===== src/verilog/pfm_pkg.sv =====
// Package for the pin function multiplexer: selector codes, pin indices,
// reset values and the packed carriers shared by the design files.
// Assumes a single system clock domain; no imports are used anywhere.
package pfm_pkg;

  // Number of multiplexed pins and selector width.
  localparam int NUM_PINS = 10;
  localparam int SEL_W = 2;
  localparam int PORT_W = 16;
  localparam int TRIG_W = 2;

  // Selector encodings; function #1 is the reset state of every pin.
  localparam logic [1:0] SEL_FN1 = 2'h0;
  localparam logic [1:0] SEL_FN2 = 2'h1;
  localparam logic [1:0] SEL_FN3 = 2'h2;

  // Pin indices, numbered by the rapid port bit each pin carries.
  localparam int PIN_SCLK0 = 0;
  localparam int PIN_HOST_TWOWIRE_DATA_PIN = 1;
  localparam int PIN_MCLK = 2;
  localparam int PIN_MDAT = 3;
  localparam int PIN_WAKE = 4;
  localparam int PIN_DLYA = 5;
  localparam int PIN_AN0 = 6;
  localparam int PIN_AN1 = 7;
  localparam int PIN_DLYB = 8;
  localparam int PIN_DBG = 9;

  // Wake trigger encodings.
  localparam logic [1:0] TRIG_RISE = 2'h0;
  localparam logic [1:0] TRIG_FALL = 2'h1;
  localparam logic [1:0] TRIG_HIGH = 2'h2;
  localparam logic [1:0] TRIG_LOW = 2'h3;

  // Rapid port operation codes.
  typedef enum logic [1:0] {PFM_OP_WRITE, PFM_OP_SET, PFM_OP_CLR,
    PFM_OP_TOG} pfm_op_t;

  // Interrupt priority of the wake input.
  localparam logic [2:0] WAKE_PRIO = 3'h7;

  // Port value after reset.
  localparam logic [15:0] PORT_RST = 16'h0000;

  // Host interface chosen at boot.
  typedef enum logic {PFM_HOST_SPI, PFM_HOST_TWI} pfm_host_t;

  // Pad bundle for all multiplexed pins.
  typedef struct packed {
    logic [9:0] o;
    logic [9:0] oe;
  } pfm_pad_t;

  // Processor request to the rapid port.
  typedef struct packed {
    logic vld;
    pfm_op_t op;
    logic [15:0] data;
  } pfm_port_req_t;

endpackage


===== src/verilog/pfm_rapid_port.sv =====
// Rapid I/O port: a 16-bit register with single-cycle write, set, clear
// and toggle operations. Assumes requests come from logic on clk.
`timescale 1ns/1ps

module pfm_rapid_port #(
  parameter int WIDTH = pfm_pkg::PORT_W
) (
  // Clock and reset.
  input wire logic clk,
  input wire logic nrst,
  input wire logic ce,
  // Request and state.
  input wire pfm_pkg::pfm_port_req_t req,
  output logic [WIDTH-1:0] port_q
);

  logic [WIDTH-1:0] port_ff;
  logic [WIDTH-1:0] nxt_port;

  ////////////////////////////////////////////////////////////////////////
  // Next value by operation; one cycle for every operation.
  always_comb
  begin
    nxt_port = port_ff;
    if (req.vld)
    begin
      unique case (req.op)
        pfm_pkg::PFM_OP_WRITE: nxt_port = req.data[WIDTH-1:0];
        pfm_pkg::PFM_OP_SET: nxt_port = port_ff | req.data[WIDTH-1:0];
        pfm_pkg::PFM_OP_CLR: nxt_port = port_ff & ~req.data[WIDTH-1:0];
        pfm_pkg::PFM_OP_TOG: nxt_port = port_ff ^ req.data[WIDTH-1:0];
      endcase
    end
  end

  // Port register.
  always_ff @(posedge clk or negedge nrst)
  begin
    if (!nrst)
      port_ff <= pfm_pkg::PORT_RST[WIDTH-1:0];
    else if (ce)
      port_ff <= nxt_port;
  end

  assign port_q = port_ff;

  // A set operation must raise the requested bits on the next edge.
  property p_port_set;
    @(posedge clk) disable iff (!nrst)
      (ce && req.vld && req.op == pfm_pkg::PFM_OP_SET) |=>
        ((port_ff & $past(req.data[WIDTH-1:0])) ==
          $past(req.data[WIDTH-1:0]));
  endproperty
  a_port_set: assert property (p_port_set)
    else $error("rapid port set did not take");

  // A toggle must invert exactly the requested bits.
  property p_port_tog;
    @(posedge clk) disable iff (!nrst)
      (ce && req.vld && req.op == pfm_pkg::PFM_OP_TOG) |=>
        (port_ff == ($past(port_ff) ^ $past(req.data[WIDTH-1:0])));
  endproperty
  a_port_tog: assert property (p_port_tog)
    else $error("rapid port toggle wrong");

endmodule // pfm_rapid_port


===== src/verilog/pfm_wake_detect.sv =====
// Wake input trigger detector: rising, falling, high or low level.
// Assumes the wake level is already synchronised to clk.
`timescale 1ns/1ps

module pfm_wake_detect (
  // Clock and reset.
  input wire logic clk,
  input wire logic nrst,
  input wire logic ce,
  // Trigger selection and input.
  input wire logic en,
  input wire logic [1:0] trig,
  input wire logic lvl,
  // Request out.
  output logic hit
);

  logic prev_ff;
  logic rise;
  logic fall;

  ////////////////////////////////////////////////////////////////////////
  // Edge terms and trigger selection.
  assign rise = lvl & ~prev_ff;
  assign fall = ~lvl & prev_ff;
  assign hit = en & ((trig == pfm_pkg::TRIG_RISE & rise) |
    (trig == pfm_pkg::TRIG_FALL & fall) |
    (trig == pfm_pkg::TRIG_HIGH & lvl) |
    (trig == pfm_pkg::TRIG_LOW & ~lvl));

  // Previous level resets high, as the pad synchronisers do, so that no
  // false rising edge follows the release of reset.
  always_ff @(posedge clk or negedge nrst)
  begin
    if (!nrst)
      prev_ff <= 1'b1;
    else if (ce)
      prev_ff <= lvl;
  end

endmodule // pfm_wake_detect


===== src/verilog/pfm_pin_mux.sv =====
// Pin function multiplexer with boot-pin sampling, reset pin control,
// wake interrupt and host response flag. Assumes one clock, clk, and
// that peripherals sit on clk; pad inputs are synchronised here.
//
// Operation
// - Every multiplexed pin leaves reset with its first function active.
// - Firmware may change each pin's function separately after reset.
// - The rapid port is 16 bits with one-cycle write, set, clear, toggle.
// - The slave-select pin sampled at boot picks SPI (low) or TWI (high).
// - The debug pin sampled at boot picks normal run (high) or debug (low).
// - In debug the debug pin works as a two-way single-wire port.
// - The reset pin is open drain, input at start, drivable on request.
// - The wake input triggers on rise, fall, high or low as programmed.
// - The wake request is delivered at priority level seven.
// - The response flag output tells the host a reply is ready.
// - The analog pair is differential, second pin positive, at the rate.
// - The delay block outputs drive their pins when selected.
// - Timer channels 0 and 1 use their pins when selected.
// - Each shared pin has one rapid port bit; master bus shares SPI pins.
// - Host slave pins stay routed regardless of processor sleep.
`timescale 1ns/1ps

module pfm_pin_mux #(
  parameter int NPIN = pfm_pkg::NUM_PINS
) (
  // Clock, reset and enable.
  input wire logic clk,
  input wire logic nrst,
  input wire logic ce,
  // Selector write port from the integration unit.
  input wire logic sel_wr,
  input wire logic [3:0] sel_idx,
  input wire logic [1:0] sel_data,
  // Processor rapid port access.
  input wire pfm_pkg::pfm_port_req_t port_req,
  output logic [15:0] port_rd,
  // Multiplexed pads.
  input wire logic [9:0] pad_in,
  output pfm_pkg::pfm_pad_t pad,
  // Reset pin, open drain.
  input wire logic reset_pin_in,
  output logic reset_pin_out,
  output logic reset_pin_oe,
  input wire logic reset_drive_en,
  input wire logic reset_drive,
  output logic ext_reset_req,
  // Boot state.
  input wire logic boot_done,
  output logic host_is_twi,
  output logic debug_session,
  // Debug single-wire port.
  input wire logic dbg_out,
  input wire logic dbg_oe,
  output logic dbg_in,
  // Host slave peripherals.
  output logic host_clk,
  output logic host_sdi,
  output logic host_ss,
  input wire logic host_sdo,
  input wire logic host_sdo_oe,
  input wire logic host_sda_o,
  input wire logic host_sda_oe,
  output logic host_sda_i,
  // Master two-wire peripheral.
  input wire logic mst_scl_oe,
  input wire logic mst_sda_oe,
  output logic mst_scl_i,
  output logic mst_sda_i,
  // Wake interrupt.
  input wire logic wake_en,
  input wire logic [1:0] wake_trig,
  output logic wake_irq,
  output logic [2:0] wake_prio,
  // Response flag, delay block, timer, analog.
  input wire logic resp_ready,
  input wire logic dly_a,
  input wire logic dly_b,
  input wire logic [1:0] tmr_o,
  input wire logic [1:0] tmr_oe,
  output logic [1:0] tmr_i,
  output logic adc_diff_en,
  input wire logic rate_tick,
  output logic adc_start
);

  logic [1:0] sel_ff [NPIN];
  logic [9:0] sync1_ff;
  logic [9:0] sync2_ff;
  logic rst_s1_ff;
  logic rst_s2_ff;
  logic drv_d1_ff;
  logic drv_d2_ff;
  logic boot_ff;
  logic twi_ff;
  logic dbg_ff;
  logic [9:0] pad_o_ff;
  logic [9:0] pad_oe_ff;
  logic [9:0] nxt_pad_o;
  logic [9:0] nxt_pad_oe;
  logic [15:0] port_q;
  logic wake_hit;
  logic adc_start_ff;

  // Helper that tests a pin's selector.
  function automatic logic is_sel(input logic [1:0] s, input logic [1:0] c);
    return s == c;
  endfunction

  ////////////////////////////////////////////////////////////////////////
  // Per-pin selectors; a write takes effect for input routing on the edge
  // that stores it, and at the output pads one edge later.
  always_ff @(posedge clk or negedge nrst)
  begin
    if (!nrst)
    begin
      for (int i = 0; i < NPIN; i++)
        sel_ff[i] <= pfm_pkg::SEL_FN1;
    end
    else if (ce && sel_wr && int'(sel_idx) < NPIN)
      sel_ff[sel_idx] <= sel_data;
  end

  // Two-stage synchronisers for every pad input.
  always_ff @(posedge clk or negedge nrst)
  begin
    if (!nrst)
    begin
      sync1_ff <= 10'h3ff;
      sync2_ff <= 10'h3ff;
      rst_s1_ff <= 1'b1;
      rst_s2_ff <= 1'b1;
      drv_d1_ff <= 1'b0;
      drv_d2_ff <= 1'b0;
    end
    else if (ce)
    begin
      sync1_ff <= pad_in;
      sync2_ff <= sync1_ff;
      rst_s1_ff <= reset_pin_in;
      rst_s2_ff <= rst_s1_ff;
      drv_d1_ff <= reset_pin_oe;
      drv_d2_ff <= drv_d1_ff;
    end
  end

  ////////////////////////////////////////////////////////////////////////
  // Boot sampling: captured once, at the first enabled edge with boot_done.
  // The pins are read from the synchronised copies, never at reset.
  always_ff @(posedge clk or negedge nrst)
  begin
    if (!nrst)
    begin
      boot_ff <= 1'b0;
      twi_ff <= 1'b0;
      dbg_ff <= 1'b0;
    end
    else if (ce && boot_done && !boot_ff)
    begin
      boot_ff <= 1'b1;
      twi_ff <= sync2_ff[pfm_pkg::PIN_MDAT];
      dbg_ff <= ~sync2_ff[pfm_pkg::PIN_DBG];
    end
  end

  assign host_is_twi = twi_ff;
  assign debug_session = dbg_ff;

  ////////////////////////////////////////////////////////////////////////
  // Rapid port and wake detection.
  pfm_rapid_port #(
    .WIDTH(pfm_pkg::PORT_W)
  ) u_port (
    .clk(clk),
    .nrst(nrst),
    .ce(ce),
    .req(port_req),
    .port_q(port_q)
  );

  // Reads show pad levels on input pins in the low ten bits.
  assign port_rd = {port_q[15:10], port_q[9:0] & pad_oe_ff |
    sync2_ff & ~pad_oe_ff};

  pfm_wake_detect u_wake (
    .clk(clk),
    .nrst(nrst),
    .ce(ce),
    .en(wake_en & is_sel(sel_ff[pfm_pkg::PIN_WAKE], pfm_pkg::SEL_FN2)),
    .trig(wake_trig),
    .lvl(sync2_ff[pfm_pkg::PIN_WAKE]),
    .hit(wake_hit)
  );
  assign wake_irq = wake_hit;
  assign wake_prio = pfm_pkg::WAKE_PRIO;

  ////////////////////////////////////////////////////////////////////////
  // Output routing per pin from the selectors.
  always_comb
  begin
    nxt_pad_o = port_q[9:0];
    nxt_pad_oe = 10'h000;
    for (int i = 0; i < NPIN; i++)
      nxt_pad_oe[i] = 1'b0;
    // Host pins: slave bus on function one, port on two, undriven on three.
    nxt_pad_o[pfm_pkg::PIN_HOST_TWOWIRE_DATA_PIN] = 1'b0;
    nxt_pad_oe[pfm_pkg::PIN_HOST_TWOWIRE_DATA_PIN] = is_sel(sel_ff[1], pfm_pkg::SEL_FN1) ?
      host_sda_oe : is_sel(sel_ff[1], pfm_pkg::SEL_FN2);
    if (is_sel(sel_ff[1], pfm_pkg::SEL_FN2))
      nxt_pad_o[pfm_pkg::PIN_HOST_TWOWIRE_DATA_PIN] = port_q[pfm_pkg::PIN_HOST_TWOWIRE_DATA_PIN];
    nxt_pad_oe[pfm_pkg::PIN_SCLK0] = is_sel(sel_ff[0], pfm_pkg::SEL_FN2);
    // Pin 2: port, master clock (open drain) or SPI data out.
    unique case (sel_ff[pfm_pkg::PIN_MCLK])
      pfm_pkg::SEL_FN2:
      begin
        nxt_pad_o[pfm_pkg::PIN_MCLK] = 1'b0;
        nxt_pad_oe[pfm_pkg::PIN_MCLK] = mst_scl_oe;
      end
      pfm_pkg::SEL_FN3:
      begin
        nxt_pad_o[pfm_pkg::PIN_MCLK] = host_sdo;
        nxt_pad_oe[pfm_pkg::PIN_MCLK] = host_sdo_oe;
      end
      default: nxt_pad_oe[pfm_pkg::PIN_MCLK] = 1'b1;
    endcase
    // Pin 3: port, master data (open drain) or slave select input. The
    // port leaves it undriven until boot, so the outside level is sampled.
    unique case (sel_ff[pfm_pkg::PIN_MDAT])
      pfm_pkg::SEL_FN2:
      begin
        nxt_pad_o[pfm_pkg::PIN_MDAT] = 1'b0;
        nxt_pad_oe[pfm_pkg::PIN_MDAT] = mst_sda_oe;
      end
      pfm_pkg::SEL_FN3: nxt_pad_oe[pfm_pkg::PIN_MDAT] = 1'b0;
      default: nxt_pad_oe[pfm_pkg::PIN_MDAT] = boot_ff;
    endcase
    // Pin 4: port output or wake input.
    nxt_pad_oe[pfm_pkg::PIN_WAKE] = is_sel(sel_ff[4], pfm_pkg::SEL_FN1);
    // Pin 5: port, delay block A, or response flag.
    unique case (sel_ff[pfm_pkg::PIN_DLYA])
      pfm_pkg::SEL_FN2: nxt_pad_o[pfm_pkg::PIN_DLYA] = dly_a;
      pfm_pkg::SEL_FN3: nxt_pad_o[pfm_pkg::PIN_DLYA] = resp_ready;
      default: nxt_pad_o[pfm_pkg::PIN_DLYA] = port_q[pfm_pkg::PIN_DLYA];
    endcase
    nxt_pad_oe[pfm_pkg::PIN_DLYA] = 1'b1;
    // Pins 6 and 7: port, analog input (no drive) or timer channel.
    for (int k = 0; k < 2; k++)
    begin
      unique case (sel_ff[pfm_pkg::PIN_AN0 + k])
        pfm_pkg::SEL_FN2: nxt_pad_oe[pfm_pkg::PIN_AN0 + k] = 1'b0;
        pfm_pkg::SEL_FN3:
        begin
          nxt_pad_o[pfm_pkg::PIN_AN0 + k] = tmr_o[k];
          nxt_pad_oe[pfm_pkg::PIN_AN0 + k] = tmr_oe[k];
        end
        default: nxt_pad_oe[pfm_pkg::PIN_AN0 + k] = 1'b1;
      endcase
    end
    // Pin 8: port or delay block B.
    nxt_pad_oe[pfm_pkg::PIN_DLYB] = 1'b1;
    if (is_sel(sel_ff[pfm_pkg::PIN_DLYB], pfm_pkg::SEL_FN2))
      nxt_pad_o[pfm_pkg::PIN_DLYB] = dly_b;
    // Pin 9: debug wire in function one, port in function two.
    if (is_sel(sel_ff[pfm_pkg::PIN_DBG], pfm_pkg::SEL_FN1))
    begin
      nxt_pad_o[pfm_pkg::PIN_DBG] = dbg_out;
      nxt_pad_oe[pfm_pkg::PIN_DBG] = dbg_ff & dbg_oe;
    end
    else
      nxt_pad_oe[pfm_pkg::PIN_DBG] = 1'b1;
  end

  // Pad outputs are registered to keep glitches off the pins.
  always_ff @(posedge clk or negedge nrst)
  begin
    if (!nrst)
    begin
      pad_o_ff <= 10'h000;
      pad_oe_ff <= 10'h000;
    end
    else if (ce)
    begin
      pad_o_ff <= nxt_pad_o;
      pad_oe_ff <= nxt_pad_oe;
    end
  end

  assign pad.o = pad_o_ff;
  assign pad.oe = pad_oe_ff;

  ////////////////////////////////////////////////////////////////////////
  // Input routing; host pins stay routed in every power state.
  assign host_clk = sync2_ff[pfm_pkg::PIN_SCLK0];
  assign host_sda_i = sync2_ff[pfm_pkg::PIN_HOST_TWOWIRE_DATA_PIN];
  assign host_sdi = sync2_ff[pfm_pkg::PIN_HOST_TWOWIRE_DATA_PIN];
  assign host_ss = is_sel(sel_ff[3], pfm_pkg::SEL_FN3) ?
    sync2_ff[pfm_pkg::PIN_MDAT] : 1'b1;
  assign mst_scl_i = sync2_ff[pfm_pkg::PIN_MCLK];
  assign mst_sda_i = sync2_ff[pfm_pkg::PIN_MDAT];
  assign dbg_in = sync2_ff[pfm_pkg::PIN_DBG] & dbg_ff;
  assign tmr_i = sync2_ff[pfm_pkg::PIN_AN1:pfm_pkg::PIN_AN0];

  ////////////////////////////////////////////////////////////////////////
  // Analog pair: differential mode when both pins carry the analog
  // function; conversions start on the sample rate tick only.
  assign adc_diff_en = is_sel(sel_ff[6], pfm_pkg::SEL_FN2) &
    is_sel(sel_ff[7], pfm_pkg::SEL_FN2);
  always_ff @(posedge clk or negedge nrst)
  begin
    if (!nrst)
      adc_start_ff <= 1'b0;
    else if (ce)
      adc_start_ff <= rate_tick & adc_diff_en;
  end
  assign adc_start = adc_start_ff;

  ////////////////////////////////////////////////////////////////////////
  // Reset pin: input until firmware enables drive; drive only pulls low.
  // The request is ignored until boot finishes, as the pin must stay high.
  assign reset_pin_out = 1'b0;
  assign reset_pin_oe = reset_drive_en & reset_drive & boot_ff;
  // Our own drive is masked while it drains through the synchroniser, or
  // releasing the pin would read as an outside reset for two cycles.
  assign ext_reset_req = boot_ff & ~rst_s2_ff & ~reset_pin_oe &
    ~drv_d1_ff & ~drv_d2_ff;

  // Selector reset state holds the debug pin at function one.
  property p_sel_reset;
    @(posedge clk) disable iff (!nrst)
      $rose(nrst) |-> sel_ff[pfm_pkg::PIN_DBG] == pfm_pkg::SEL_FN1;
  endproperty
  a_sel_reset: assert property (p_sel_reset)
    else $error("selector not at first function");

  // A selector write lands on the next edge.
  property p_sel_write;
    @(posedge clk) disable iff (!nrst)
      (ce && sel_wr && sel_idx == 4'h5) |=> sel_ff[5] == $past(sel_data);
  endproperty
  a_sel_write: assert property (p_sel_write)
    else $error("selector write lost");

  // Boot sample of the slave select decides the host interface.
  property p_boot_twi;
    @(posedge clk) disable iff (!nrst)
      (ce && boot_done && !boot_ff) |=>
        host_is_twi == $past(sync2_ff[pfm_pkg::PIN_MDAT]);
  endproperty
  a_boot_twi: assert property (p_boot_twi)
    else $error("host interface sample wrong");

  // Debug session follows a low mode pin at boot and then holds.
  property p_boot_dbg;
    @(posedge clk) disable iff (!nrst)
      (ce && boot_done && !boot_ff) |=>
        (debug_session == !$past(sync2_ff[pfm_pkg::PIN_DBG]))
        ##1 $stable(debug_session);
  endproperty
  a_boot_dbg: assert property (p_boot_dbg)
    else $error("debug mode sample wrong");

  // The debug wire is never driven outside a session.
  property p_dbg_drive;
    @(posedge clk) disable iff (!nrst)
      (ce && !dbg_ff && is_sel(sel_ff[9], pfm_pkg::SEL_FN1)) |=>
        !pad.oe[9];
  endproperty
  a_dbg_drive: assert property (p_dbg_drive)
    else $error("debug pin driven outside session");

  // The reset pin is only driven low, and never before boot.
  property p_rst_od;
    @(posedge clk) disable iff (!nrst)
      reset_pin_oe |-> (boot_ff && !reset_pin_out);
  endproperty
  a_rst_od: assert property (p_rst_od)
    else $error("reset pin drive illegal");

  // A high-level trigger raises the wake request while the pin is high.
  property p_wake_high;
    @(posedge clk) disable iff (!nrst)
      (wake_en && wake_trig == pfm_pkg::TRIG_HIGH &&
       sel_ff[4] == pfm_pkg::SEL_FN2 && sync2_ff[4]) |-> wake_irq;
  endproperty
  a_wake_high: assert property (p_wake_high)
    else $error("wake high level missed");

  // Response flag reaches the pin one edge after it rises.
  property p_resp_pin;
    @(posedge clk) disable iff (!nrst)
      (ce && sel_ff[5] == pfm_pkg::SEL_FN3 && resp_ready) |=> pad.o[5];
  endproperty
  a_resp_pin: assert property (p_resp_pin)
    else $error("response flag not on pin");

endmodule // pfm_pin_mux


===== config.mk =====
export PLATFORM = sky130hd
export DESIGN_NAME = pfm_pin_mux
export DESIGN_NICKNAME = d
export VERILOG_FILES = /design/src/verilog/pfm_pkg.sv /design/src/verilog/pfm_rapid_port.sv /design/src/verilog/pfm_wake_detect.sv /design/src/verilog/pfm_pin_mux.sv
export SDC_FILE = /design/constraint.sdc
export NUM_CORES = 1
export LEC_CHECK = 0
export BUFFER_PORTS_ARGS = -buffer_cell sky130_fd_sc_hd__buf_2
export CELL_PAD_IN_SITES_DETAIL_PLACEMENT = 0
export CELL_PAD_IN_SITES_GLOBAL_PLACEMENT = 1
export CORE_MARGIN = 2
export CORE_UTILIZATION = 30
export DETAILED_ROUTE_END_ITERATION = 8
export GPL_TIMING_DRIVEN = 0
export PLACE_DENSITY = 0.7
export SLEW_MARGIN = 0
export SYNTH_ARGS = -nofsm -noshare
export SYNTH_HDL_FRONTEND = slang
export SYNTH_SLANG_ARGS = --single-unit

===== constraint.sdc =====
create_clock -name clk -period 2 [get_ports clk]
set_input_delay 0 -clock clk [delete_from_list [all_inputs] [get_ports clk]]
set_output_delay 0 -clock clk [all_outputs]
set_load 0.03 [all_outputs]

# ---- Word level (Yosys, flattened, before mapping)
# Cells that the tools add are included.
dict set report word_totals {
  output_inout_bits 56
  register_bits 85
  inputBits 62
  word_cells 115
}
dict set report op_classes {
  n_mux 19
  reduce_logical 12
  n_lt_le_gt_ge 3
  bitwise_logic 37
  n_eq_ne 20
}
# cell n
set op_table {}
lappend op_table {{$pmux 16 s4} 1}
lappend op_table {{$eq 2x1->1 const B} 11}
lappend op_table {{$and 10x10->10} 2}
lappend op_table {{$bwmux 20} 1}
lappend op_table {{$and 1x1->1} 18}
lappend op_table {{$eq 2x2->1 const B} 9}
lappend op_table {{$and 16x16->16} 1}
lappend op_table {{$not 16->16} 1}
lappend op_table {{$or 16x16->16} 1}
lappend op_table {{$xor 16x16->16} 1}
lappend op_table {{$pmux 1 s2} 6}
lappend op_table {{$logic_not 2->1} 5}
lappend op_table {{$not 10->10} 1}
lappend op_table {{$or 10x10->10} 1}
lappend op_table {{$mux 1} 9}
lappend op_table {{$demux 2 s4} 1}
lappend op_table {{$not 1->1} 7}
lappend op_table {{$ge 5x5->1 const B} 1}
lappend op_table {{$logic_and 1x1->1} 5}
lappend op_table {{$lt 5x1->1 const B} 1}
lappend op_table {{$not 4->5} 1}
lappend op_table {{$lt 4x4->1 const B} 1}
lappend op_table {{$or 1x1->1} 3}
lappend op_table {{$mux 2} 1}
lappend op_table {{2 further kinds} 2}

# ---- Logic depth before layout (Yosys ltp)
dict set report logic_depth {
  word_depth 7
  ltp_mapped 5
  depth_no_buf 5
}

# ---- Cells and area by module
# From an unflattened synthesis, not the netlist that was laid out.
dict set report hier_totals {
  cells_unflattened 392
  hier_area_um2 4788.3
}
# mod area_per_inst_um2 instances seq_area_each_um2 cells_per_inst
set by_module_without_submodules {}
lappend by_module_without_submodules {pfm_pin_mux 3123.0 1 1704.1 245}
lappend by_module_without_submodules {pfm_rapid_port 1596.5 1 400.4 140}
lappend by_module_without_submodules {pfm_wake_detect 68.8 1 26.3 7}

# ---- Least setup slack after synthesis
# Ideal clock, no wire load.
dict set report synth_timing {
  kind {flip-flop to output port}
  startpoint {register boot_ff}
  endpoint {output port ext_reset_req}
  path_buffers 0
  arrival_ps 1651
  required_ps 2000
  slack_ps 349
  path_stages_with_launch 3
  cell_sequence {dfrtp_1 > and3_1 > nor4_1}
}
dict set report synth_between {
  elab_chain_len 5
  word_cells_on_any_way 6
  classes_between {bitwise: 6}
}
# element line_no
set synth_rtl {}
lappend synth_rtl {{from (decl)} pfm_pin_mux.sv:93} ;# logic boot_ff;
lappend synth_rtl {{from (signal assigned)} pfm_pin_mux.sv:153} ;# boot_ff <= 1'b0;
lappend synth_rtl {{from (signal assigned)} pfm_pin_mux.sv:159} ;# boot_ff <= 1'b1;
lappend synth_rtl {{$and 1x1->1} pfm_pin_mux.sv:320} ;# assign reset_pin_oe = reset_drive_en & reset_drive & boot_ff;
lappend synth_rtl {{net reset_pin_oe} pfm_pin_mux.sv:43} ;# output logic reset_pin_oe,
lappend synth_rtl {{$not 1->1} pfm_pin_mux.sv:323} ;# assign ext_reset_req = boot_ff & ~rst_s2_ff & ~reset_pin_oe &
lappend synth_rtl {{$and 1x1->1 (2 in a row)} pfm_pin_mux.sv:323}
lappend synth_rtl {{$and 1x1->1} pfm_pin_mux.sv:324} ;# ~drv_d1_ff & ~drv_d2_ff;
lappend synth_rtl {{to (decl)} pfm_pin_mux.sv:46} ;# output logic ext_reset_req,
# The timed path passes the listed nets, and every way through them passes these cells.

# ---- Final worst setup path
dict set report layout_timing {
  startpoint {register sel_ff[14] (netlist name)}
  endpoint {register pad_oe_ff[2]}
}
dict set report layout_between {
  elab_chain_len 2
  word_cells_on_any_way 3
  classes_between {eq/ne: 2; mux: 1}
}
# element line_no
set layout_rtl {}
lappend layout_rtl {{from (decl)} pfm_pin_mux.sv:86} ;# logic [1:0] sel_ff [NPIN];
lappend layout_rtl {{from (signal, indexed assignment)} pfm_pin_mux.sv:117} ;# sel_ff[i] <= pfm_pkg::SEL_FN1;
lappend layout_rtl {{from (signal, indexed assignment)} pfm_pin_mux.sv:120} ;# sel_ff[sel_idx] <= sel_data;
lappend layout_rtl {{$eq 2x2->1 / $eq 2x1->1 (equally long branches)} pfm_pin_mux.sv:212} ;# unique case (sel_ff[pfm_pkg::PIN_MCLK])
lappend layout_rtl {{$pmux 1 s2 *} pfm_pin_mux.sv:212}
lappend layout_rtl {{to (signal assigned)} pfm_pin_mux.sv:283} ;# pad_oe_ff <= nxt_pad_oe;
lappend layout_rtl {{to (decl)} pfm_pin_mux.sv:97} ;# logic [9:0] pad_oe_ff;
# Every way passes the cells marked *; elsewhere a longest branch is shown, timed or not.
# A chain may end at the register's enable or synchronous reset.

==> metrics.md <==
| Metric | Value |
|---|---|
| CTS H-tree lvls | `3` |
| Chip Height | `129.2 um` |
| Largest stage delay, worst path | `between 0.5 and 0.6 ns` |
| Drt wl/cell | `~15 um` |
| Critical path arrival | `1.94 ns` |
| Setup violators final | `0` |
| Status | `finished clean` |
| Antenna Violating Nets Remaining | `0` |
| Critical Path Start | `sel_ff[14]` |
| Initial drt markers | `112` |
| Slew Viols, Final | `0` |
| Worst path slowest cell | `dlygate4sd3_1` |
| Hold WC Path Type | `in -> reg` |
| Clk sink count | `84` |
| CTS clk-pin slew, worst paths | `0.07 ns` |
| Most frequent cells in the layout | `buf_2 (115), dfrtp_1 (61), mux2_2 (60)` |
| Post-DP Area | `~5600 sq um` |
| Final Hold Fails | `0` |
| Total GRT Usage | `15.18%` |
| Max Fclk | `573.0 MHz` |
| Commonest non-fill, non-tap cell in the layout | `buf_2` |
| Synthesized area | `around 4700 sq um` |
| Vias in the first global route | `3,626` |
| Worst skew pair latency | `between 0.3 and 0.4 ns` |
| Minimum setup slack among reg-to-reg paths | `0.25 ns` |
| Worst R2R Path Depth | `5` |
| Share of the clock period used by the worst path after layout | `between 80% and 90%` |
| Synth warn | `0` |
| FF-to-FF Start | `sel_ff[14]` |
| Hold path start | `port_req[4]` |
| Final Cell Area | `6120 sq um` |
| Worst setup path class | `reg -> reg` |
| Total grt overflow | `0` |
| Final Critical Period | `1.745 ns` |
| DPL Wire Length | `roughly 9 mm` |
| Share of cells above drive strength 1 | `a little over two fifths` |
| First-pass GRT wire length | `19.25 mm` |
| Clk root buf | `clkbuf_16` |
| ANT cells | `0` |
| CTS tree | `built` |
| Seq/Total Area, Yosys | `45.30%` |
| MaxCap Viol Count | `0` |
| P&R area growth vs syn | `30.11%` |
| Pwr dens | `937.6 nW/um^2` |
| Static leakage | `2.991 nW` |
| CP required | `2.20 ns` |
| DIE WIDTH | `129.2 um` |
| Port-buffer cells | `109` |
| Number of synthesized register bits | `84` |
| DRT Wirelength | `between 10 and 15 mm` |
| RSZ-0062 raised after global routing | `false` |
| Drt pass-1 iters | `4` |
| Synth unique cells | `37` |
| Routability Congestion | `about 0.75` |
| Worst-path cell chain | `inv_1, ha_1, a221oi_1, dlygate4sd3_1, a21oi_1` |
| Total power | `5.738 mW` |
| TritonCTS buffer count | `9` |
| Worst-Margin Slew | `0.6520 ns` |
| Initial antenna violation count | `0` |
| Num ports | `118` |
| Vias | `around 3,600` |
| Final worst clock skew | `0.003841 ns` |
| Mapped Avg Cell Area | `11.12 sq um` |
| Slew margin rel. | `56.53%` |
| Clock Tree Buf Depth | `2` |
| Largest net degree at the start of global routing | `51` |
| Rows | `45` |
| Starting Density | `30.82%` |
| Setup tns final | `0 ns` |
| Crit path launch type | `flop` |
| Crit. End Element | `flop` |
| Hold slack | `0.01259 ns` |
| Peak supply drop | `~0.40 mV` |
| Filler cells | `1,516` |
| Die Area | `16,700 sq um` |
| Fin nets | `672` |
| Avg Vias per Cell | `4.525` |
| Core footprint | `15,260 sq um` |
| Crit path max fanout | `3` |
| Crit Reg-Reg Endpoint | `pad_oe_ff[2]` |
| Mapped Cells | `~420` |
| DR DRC count | `0` |
| Worst Setup EP | `pad_oe_ff[2]` |
how the worst min path moves through the flow:
stage | to | slack [ns] | cells past startpoint
2_1_floorplan | adc_start | -0.30 | 0
5_1_grt | u_port.port_q[7] | 0.05 | 3
4_1_cts | u_port.port_q[3] | 0.003 | 3
6_report | u_port.port_q[4] | 0.01 | 3
3_5_place_dp | pad_oe_ff[4] | 0.003 | 1
3_3_place_gp | boot_ff | 0.22 | 2
cells in the mapped netlist:
cell type	count	area share, %
and4bb_2	1	0.27
mux2i_1	18	3.8
nand3b_1	8	1.3
and4b_1	1	0.21
and3_1	2	0.27
o211ai_1	2	0.32
ha_1	38	10
a21o_1	1	0.16
clkbuf_1	7	0.56
a21oi_1	4	0.43
nand2_1	39	3.1
nand3_1	1	0.11
buf_4	16	2.6
o21ai_0	19	2.0
mux2_4	4	1.3
buf_1	2	0.16
a221oi_1	2	0.37
conb_1	2	0.16
nand4b_4	1	0.51
nor3b_1	1	0.16
nand4b_1	2	0.37
dfrtp_1	61	32
o221ai_1	16	3.0
or2_2	2	0.27
inv_1	43	3.4
a31oi_1	5	0.67
dfstp_2	23	13
nand2b_1	8	1.1
or3_4	2	0.48
and2_1	1	0.13
o22ai_1	2	0.27
nor2_1	17	1.4
nor2b_1	3	0.40
nor4_1	1	0.13
mux2_2	60	14
a31o_2	1	0.19
buf_2	7	0.74
final cells by class:
cell class	count	area (sq um)	share of cell area (%)
clock buffers	9	225.2	3.680
inverters	43	161.4	2.638
multi-input cells	266	2230	36.43
repair buffers	136	835.8	13.66
flip-flops and latches	84	2131	34.82
plain buffers	32	188.9	3.087
well taps	211	264.0	4.314
clock inverters	7	83.83	1.370
repair_timing:
| action | 4_1_cts | 5_1_grt |
|---|---|---|
| setup buffers | 0 | 0 |
| resized for setup | 0 | 0 |
| endpoints found under the hold margin | 58 | 0 |
| endpoints found under the setup margin | 0 | 0 |
| hold buffers | 26 | 0 |
metal layers:
metal  vias to the layer above  global-route usage (%)  routed length, um
li1                       1739                       -                  -
met1                      1728                   18.94               5265
met2                        84                   25.60               5814
met3                        15                   3.799                710
met4                         0                   5.307                194
met5                         -                       0                  0
per-stage QoR:
| step | util (%) | setup slack [ns] | cells |
|---|---|---|---|
| after floorplan | - | 0.3488 | 425 |
| after global placement | 36.18 | 0.1773 | 745 |
| after detailed placement | 36.38 | 0.3576 | 746 |
| after CTS | 40.11 | 0.2759 | 788 |
| after global routing | 40.11 | 0.1846 | 788 |
| final | 40.11 | 0.2548 | 788 |
report_power, final:
part	total, mW	switching (mW)	leakage [nW]	internal [mW]
logic	1.67	0.941	1.84	0.731
clock network	1.74	0.748	0.154	0.992
registers	2.33	0.280	0.993	2.05
registers in the layout (all words and copies together), names as in the netlist:
name / count
sel_ff: 20
u_port.port_q: 16
pad_o_ff: 10
sync1_ff: 10
sync2_ff: 10
pad_oe_ff: 9
adc_start: 1
boot_ff: 1
debug_session: 1
drv_d1_ff: 1
drv_d2_ff: 1
host_is_twi: 1
rst_s1_ff: 1
rst_s2_ff: 1
u_wake.prev_ff: 1
kinds of logic after synthesis:
family | share of synthesized area, %
fa+ha+maj | 10.11
simple gates | 10.11
compound gates | 7.396
mux | 19.47
flops | 45.30
buf+inv | 7.449
other cells | 0.1597
critical path: cells and delay by family (launching register included):
family                     cells  cell delay (ns)
adders and majority gates      1             0.31
AOI/OAI and AO/OA              2             0.28
DFF                            1             0.36
buffers and inverters          2             0.64
No activity file was read; power rests on OpenSTA's default activity.
